==> config.mk <==
export PLATFORM = sky130hd
export DESIGN_NAME = term_target_flat
export DESIGN_NICKNAME = d
export VERILOG_FILES = /design/src/rtl/term_pkg.sv /design/src/rtl/term_if.sv /design/src/rtl/phase_mon.sv /design/src/rtl/term_target.sv /design/src/flat_wrapper.sv
export VERILOG_INCLUDE_DIRS = /design/src /design/src/rtl
export SDC_FILE = /design/constraint.sdc
export NUM_CORES = 1
export LEC_CHECK = 0
export ABC_AREA = 1
export BUFFER_PORTS_ARGS = -buffer_cell sky130_fd_sc_hd__buf_2
export CAP_MARGIN = 10
export CORE_MARGIN = 10
export CORE_UTILIZATION = 40
export CTS_CLUSTER_DIAMETER = 120
export DETAILED_ROUTE_END_ITERATION = 10
export PLACE_DENSITY_LB_ADDON = 0.25
export SYNTH_ARGS = -nofsm -noshare
export SYNTH_HDL_FRONTEND = slang
export SYNTH_SLANG_ARGS = --single-unit
==> constraint.sdc <==
create_clock -name core_clk -period 3.9 [get_ports core_clk]
set_clock_uncertainty 0.1 [all_clocks]
set_input_delay 0.39 -clock core_clk [delete_from_list [all_inputs] [get_ports core_clk]]
set_output_delay 0.39 -clock core_clk [all_outputs]
set_load 0.05 [all_outputs]
==> src/rtl/term_cfg.svh <==
// Behaviour
// - Retry: stop without trdy on first phase
// - Disconnect with data: trdy and stop together
// - Disconnect without data only after a transfer
// - Abort: drop devsel, assert stop, no trdy
// - Stop with trdy allowed on single phase
// - Invalidate writes disconnect only at line boundary
// - Phase completes on irdy with stop or trdy
// - Word moves whenever irdy and trdy both asserted
// - Stop held until last phase completes
// - Target signals frozen once committed until completion
// - Master drops frame at first irdy after stop
// - Master may raise irdy at once after stop
// - Master finishes invalidate line with plain write; the master here has no invalidate command
// - Target deasserts then releases its signals
// - Master drops irdy after last phase
// - Trdy dropped after phase, stop kept
// - Wait states come before stop, never with
// - Neither trdy nor stop means wait state
// - Frame and irdy commit two more phases; the master here commits to one more
// - Master handles every termination kind
// - Bus returns to normal after any termination
`ifndef TERM_CFG_SVH
`define TERM_CFG_SVH
`define TERM_CNT_W      4
`define TERM_MAX_WAIT   4'h3
`define TERM_IRDY_LAT   4'h1
`define TERM_LINE_W     3
`endif

==> src/rtl/term_pkg.sv <==
package term_pkg;
  // Target sequencer states
  typedef enum logic [5:0] {
    T_IDLE  = 6'h01,
    T_WAIT  = 6'h02,
    T_DATA  = 6'h04,
    T_STOP  = 6'h08,
    T_TURN  = 6'h10,
    T_REL   = 6'h20
  } tgt_state_type;
  // Master sequencer states
  typedef enum logic [3:0] {
    M_IDLE  = 4'h1,
    M_BURST = 4'h2,
    M_LAST  = 4'h4,
    M_END   = 4'h8
  } mst_state_type;
  // Termination kinds seen by the master
  typedef enum logic [2:0] {
    END_NONE  = 3'h0,
    END_DONE  = 3'h1,
    END_RETRY = 3'h2,
    END_DISC  = 3'h3,
    END_ABORT = 3'h4
  } end_kind_type;
endpackage

==> src/rtl/term_if.sv <==
`timescale 1ns/100ps
// Active-low bus signals; target oe is high while it drives its pins
interface term_if (input wire logic core_clk);
  logic frame_n;
  logic irdy_n;
  logic trdy_n_o;
  logic stop_n_o;
  logic devsel_n_o;
  logic tgt_oe;
  logic trdy_n;
  logic stop_n;
  logic devsel_n;
  // Pulled-up wire levels
  assign trdy_n   = tgt_oe ? trdy_n_o : 1'b1;
  assign stop_n   = tgt_oe ? stop_n_o : 1'b1;
  assign devsel_n = tgt_oe ? devsel_n_o : 1'b1;
  modport tgt (input frame_n, irdy_n, output trdy_n_o, stop_n_o, devsel_n_o, tgt_oe);
  modport mst (output frame_n, irdy_n, input trdy_n, stop_n, devsel_n);
endinterface // term_if

==> src/rtl/phase_mon.sv <==
`timescale 1ns/100ps
`include "term_cfg.svh"
module phase_mon (
  // Bus levels
  input  wire logic irdy_n,
  input  wire logic trdy_n,
  input  wire logic stop_n,
  input  wire logic frame_n,
  // Decoded events
  output logic      done,
  output logic      xfer,
  output logic      last
);
  // Completion and transfer decode
  always_comb begin
    done = ~irdy_n & (~stop_n | ~trdy_n);
    xfer = ~irdy_n & ~trdy_n;
    last = done & frame_n;
  end
endmodule // phase_mon

==> src/rtl/term_target.sv <==
`timescale 1ns/100ps
`include "term_cfg.svh"
module term_target (
  // Clock and reset
  input  wire logic core_clk,
  input  wire logic rst_n,
  // Bus
  term_if.tgt       bus,
  // Claim and internal conditions
  input  wire logic claim,
  input  wire logic busy,
  input  wire logic buf_full,
  input  wire logic fatal,
  input  wire logic mwi,
  input  wire logic line_end,
  input  wire logic ready,
  // Status
  output logic      word_ff,
  output logic      aborted_ff
);
  term_pkg::tgt_state_type st_ff, nxt_st;
  logic trdy_ff, stop_ff, dev_ff, oe_ff, moved_ff, first_ff;
  logic nxt_trdy, nxt_stop, nxt_dev, nxt_oe, nxt_moved, nxt_first, nxt_word, nxt_abt;
  logic done, xfer, last, may_disc;
  phase_mon u_mon (.irdy_n(bus.irdy_n), .trdy_n(~trdy_ff), .stop_n(~stop_ff),
                   .frame_n(bus.frame_n), .done(done), .xfer(xfer), .last(last));
  //////////////////////////////////////////////////////////////////////////
  // Disconnect of invalidate writes only at line boundary
  assign may_disc = ~mwi | line_end;
  // Next-state logic
  always_comb begin
    nxt_st = st_ff; nxt_trdy = trdy_ff; nxt_stop = stop_ff; nxt_dev = dev_ff;
    nxt_oe = oe_ff; nxt_moved = moved_ff; nxt_first = first_ff;
    nxt_word = xfer & (st_ff == term_pkg::T_DATA | st_ff == term_pkg::T_STOP);
    nxt_abt = aborted_ff;
    case (st_ff)
      term_pkg::T_IDLE: begin
        if (claim) begin
          nxt_st = term_pkg::T_WAIT; nxt_dev = 1'b1; nxt_oe = 1'b1;
          nxt_moved = 1'b0; nxt_first = 1'b1; nxt_abt = 1'b0;
        end
      end
      term_pkg::T_WAIT: begin
        // Neither strobe: wait state, not committed
        if (fatal) begin
          nxt_st = term_pkg::T_STOP; nxt_dev = 1'b0; nxt_stop = 1'b1;
          nxt_trdy = 1'b0; nxt_abt = 1'b1;
        end else if (first_ff & busy) begin
          nxt_st = term_pkg::T_STOP; nxt_stop = 1'b1;
        end else if (~first_ff & moved_ff & buf_full & may_disc) begin
          nxt_st = term_pkg::T_STOP; nxt_stop = 1'b1;
        end else if (ready) begin
          nxt_trdy = 1'b1;
          nxt_st = term_pkg::T_DATA;
          if (buf_full & may_disc) begin
            nxt_stop = 1'b1; nxt_st = term_pkg::T_STOP;
          end
        end
      end
      term_pkg::T_DATA: begin
        // Frozen until the phase completes
        if (done) begin
          nxt_moved = xfer; nxt_first = 1'b0;
          if (last) begin
            nxt_st = term_pkg::T_TURN; nxt_trdy = 1'b0; nxt_dev = 1'b0;
          end else if (~ready | (buf_full & may_disc)) begin
            // Back to a wait state; a disconnect is chosen there
            nxt_trdy = 1'b0; nxt_st = term_pkg::T_WAIT;
          end
        end
      end
      term_pkg::T_STOP: begin
        if (done) begin
          nxt_trdy = 1'b0;
          nxt_first = 1'b0;
          if (last) begin
            nxt_st = term_pkg::T_TURN; nxt_stop = 1'b0; nxt_dev = 1'b0;
          end
        end
      end
      term_pkg::T_TURN: begin
        nxt_oe = 1'b0; nxt_st = term_pkg::T_IDLE;
      end
      default: begin
        nxt_st = term_pkg::T_IDLE; nxt_trdy = 1'b0; nxt_stop = 1'b0;
        nxt_dev = 1'b0; nxt_oe = 1'b0;
      end
    endcase
  end
  // State registers
  always_ff @(posedge core_clk) begin
    if (!rst_n) begin
      st_ff <= term_pkg::T_IDLE; trdy_ff <= 1'b0; stop_ff <= 1'b0; dev_ff <= 1'b0;
      oe_ff <= 1'b0; moved_ff <= 1'b0; first_ff <= 1'b0; word_ff <= 1'b0;
      aborted_ff <= 1'b0;
    end else begin
      st_ff <= nxt_st; trdy_ff <= nxt_trdy; stop_ff <= nxt_stop; dev_ff <= nxt_dev;
      oe_ff <= nxt_oe; moved_ff <= nxt_moved; first_ff <= nxt_first; word_ff <= nxt_word;
      aborted_ff <= nxt_abt;
    end
  end
  // Pin drive, active low
  assign bus.trdy_n_o   = ~trdy_ff;
  assign bus.stop_n_o   = ~stop_ff;
  assign bus.devsel_n_o = ~dev_ff;
  assign bus.tgt_oe     = oe_ff;
endmodule // term_target

==> src/flat_wrapper.sv <==
// flat-port wrapper written by rule: the top's interface ports become plain ports
module term_target_flat 
  (core_clk, rst_n, claim, busy, buf_full, fatal, mwi, line_end, ready, word_ff, aborted_ff, bus_frame_n, bus_irdy_n, bus_trdy_n_o, bus_stop_n_o, bus_devsel_n_o, bus_tgt_oe);
  term_if bus_i (.core_clk(core_clk));
  input  wire logic core_clk;
  input  wire logic rst_n;
  input  wire logic claim;
  input  wire logic busy;
  input  wire logic buf_full;
  input  wire logic fatal;
  input  wire logic mwi;
  input  wire logic line_end;
  input  wire logic ready;
  output logic word_ff;
  output logic aborted_ff;
  input wire logic [$bits(bus_i.frame_n)-1:0] bus_frame_n;
  input wire logic [$bits(bus_i.irdy_n)-1:0] bus_irdy_n;
  output wire logic [$bits(bus_i.trdy_n_o)-1:0] bus_trdy_n_o;
  output wire logic [$bits(bus_i.stop_n_o)-1:0] bus_stop_n_o;
  output wire logic [$bits(bus_i.devsel_n_o)-1:0] bus_devsel_n_o;
  output wire logic [$bits(bus_i.tgt_oe)-1:0] bus_tgt_oe;
  assign bus_i.frame_n = bus_frame_n;
  assign bus_i.irdy_n = bus_irdy_n;
  assign bus_trdy_n_o = bus_i.trdy_n_o;
  assign bus_stop_n_o = bus_i.stop_n_o;
  assign bus_devsel_n_o = bus_i.devsel_n_o;
  assign bus_tgt_oe = bus_i.tgt_oe;
  term_target u_core (.core_clk(core_clk), .rst_n(rst_n), .bus(bus_i), .claim(claim), .busy(busy), .buf_full(buf_full), .fatal(fatal), .mwi(mwi), .line_end(line_end), .ready(ready), .word_ff(word_ff), .aborted_ff(aborted_ff));
endmodule
==> flow_summary.toml <==
[min_path]
min_from = "bus_irdy_n"
worstHoldPathType = "in -> reg"

[routing]
initialDrtViolationCount = 42
wl_mm = 2.188
highest_layer = "met4"
ant_nets = 0
vias = 929
drtPass1Iterations = 4
viasPerCell = 5.022
wl_met3_um = 140
drc = 0
wl_met2_mm = 1.014
wl_met1_um = 969
post_drt_wl_per_cell_um = 11.83

[final_layout]
seq_area_um2 = 260.3
fin_nets = 170
mostFrequentLayoutCells = "36 x nand2_1, 18 x inv_1, 16 x nor2_1, 16 x buf_2, 13 x dfxtp_1"
area_growth_pct = 15.80
final_common_cell = "nand2_1"
multi_input_area_um2 = 536.8
final_layout_size_suffix_gt1_share_pct = 27.22
n_fill_cell = 232
diodes = 0

[timing]
totalNegativeSetupSlack_ns = 0
timing.fmax_mhz = 674.9
rsz0062_at_grt = "no"
setup_ws_ns = 2.418
post-route-period-util_pct = 37.99
drv_slew = 0
tightest_slew_ns = 0.2569
setup_violations = 0
relSlewSlack_pct = 82.99
finalCriticalPeriod_ns = 1.482
hold_viol_final = 0

[setup_path]
worstSetupStartpointType = "flop"
crit_fanout = 7
end_kind = "flop"
criticalPathCategory = "reg -> reg"
cp_top_family = "simple AND/OR/NAND/NOR gates"
critPathSlowestCell = "dfxtp_1"
critical_path.cell_chain = "nor2_4 > nand4_4 > nor2_2 > nand2_2 > nand3_4 > nand2_1 > inv_1 > nor2_1"
crit_path_max_incr_delay_ns = 0.38
critPathLaunch = "u_core.st_ff[2]$_SDFFE_PN0P_"
timing.rr.start = "u_core.st_ff[2]$_SDFFE_PN0P_"
cp.arrival_ns = 1.58
required_ns = 3.99
worst-path-buf-inv = 1

[synth]
post_synth_num_cell_types = 23
synthesis.nets = 149
syn-cell-area_um2 = 887.1
synth_area_per_cell_um2 = 6.428
ys_seq_area_share_pct = 29.34
yosys_warnings = 0
syn-instance-count = 138
ys_ff_latch = 13

[power]
p_per_area_nw_per_um2 = 725.8
p_leak_nw = 0.5323
ir_worst_vdd_uv = 307.2

[grt]
grt_max_degree = 8
grt_pass1_vias = 916
grt_antenna_before_repair = 0
grt_usage_pct = 10.84
grt_pass1_wl_mm = 3.850
grt.overflow.total = 0

[run]
cap_violations = 0

[floorplanning]
core_um2 = 2042
start_util_pct = 43.44
die_h_um = 67.10
fp-row-count = 16
ios = 17
fp.dieW_um = 67.10
die_area_um2 = 4502

[placed_design]
detailed_place_hpwl_mm = 1.841
port_buffers = 16
gp_congestion = 0.8955
place_ws_ns = 2.357

[clock_network]
htree_levels = 1
cts_resized = 0
path_clk_slew_ns = 0.09
root_buffer = "clkbuf_4"
post_cts_buffers = 0
hold_buffers = 0
cts.sinks = 13
worstSkewPairLatency_ns = 0.29
cts_buffers = 3
cts_tree = "built"
ctsLongestPathBuffers = 2

[run_status]
run_status = "completed"
## path summary, 6_finish.rpt
path | to | slack, ns | depth (start not counted)
max reg2reg | u_core.st_ff[3]$_SDFFE_PN0P_ | 2.42 | 8
min | u_core.word_ff$_SDFF_PN0_ | 0.17 | 2
min reg2reg | u_core.dev_ff$_SDFFE_PN0P_ | 0.36 | 2
max | u_core.st_ff[3]$_SDFFE_PN0P_ | 2.42 | 8
## state kept, by name (all words and copies together) (netlist names)
signal / cells
u_core.aborted_ff: 1
u_core.bus.tgt_oe: 1
u_core.dev_ff: 1
u_core.first_ff: 1
u_core.moved_ff: 1
u_core.st_ff: 5
u_core.stop_ff: 1
u_core.trdy_ff: 1
u_core.word_ff: 1
## power by group
part           leakage, nW  switching, W  internal [W]  total [W]
Clock               0.0150     0.0000476     0.0000398  0.0000873
Sequential           0.106     0.0000381      0.000172   0.000210
Combinational        0.411      0.000306      0.000142   0.000448
## routing by layer
layer,up-vias,track usage (%)
li1,481,-
met1,410,12.82
met2,33,18.25
met3,5,1.338
met4,0,6.154
met5,-,0
## synthesized netlist by cell type
cell type	count	area [um2]
nand3_1	11	55.05
a21boi_1	1	7.510
inv_1	18	67.56
nand2_2	4	25.02
o21ai_0	1	5.000
nand4_1	3	18.77
inv_2	6	22.52
dfxtp_1	13	260.3
nor2_2	6	37.54
nor2_1	16	60.06
nand3_2	2	20.02
nor2_8	1	20.02
nand3_4	1	17.52
and2_1	1	6.260
a31oi_1	1	6.260
nand4_2	1	12.51
nand2_1	36	135.1
nor3_1	2	10.01
a21oi_1	8	40.04
nor4_1	1	6.260
nand4_4	1	21.27
o21ai_1	2	10.01
nor2_4	2	22.52
## kinds of logic (layout without fill, tap and decap cells)
group,Yosys count,count (layout),share of synthesized area [%]
flip-flops,13,13,29.34
AND/OR/NAND/NOR,88,88,52.75
buffers and inverters,24,44,10.15
AO/OA/AOI/OAI,13,13,7.758
## cell type report
cell class	instances	share of cell area (%)
well taps	27	3.289
inverters	24	8.770
multi-input cells	101	52.25
flip-flops and latches	13	25.33
clock buffers	4	2.558
repair buffers	16	7.795
## metrics by stage
step | utilization, % | hold slack [ns] | power, W | area, um2 | cells
6_report | 50.31 | 0.1695 | 0.0007456 | 1027 | 185
2_1_floorplan | - | 0.3390 | 0.0005679 | 887.1 | 138
3_3_place_gp | 49.02 | 0.3479 | 0.0006532 | 1001 | 181
4_1_cts | 50.31 | 0.1689 | 0.0007470 | 1027 | 185
3_5_place_dp | 49.02 | 0.3509 | 0.0006602 | 1001 | 181
5_1_grt | 50.31 | 0.1868 | 0.0008195 | 1027 | 185
Note: power is estimated with default switching activity, not from simulation.
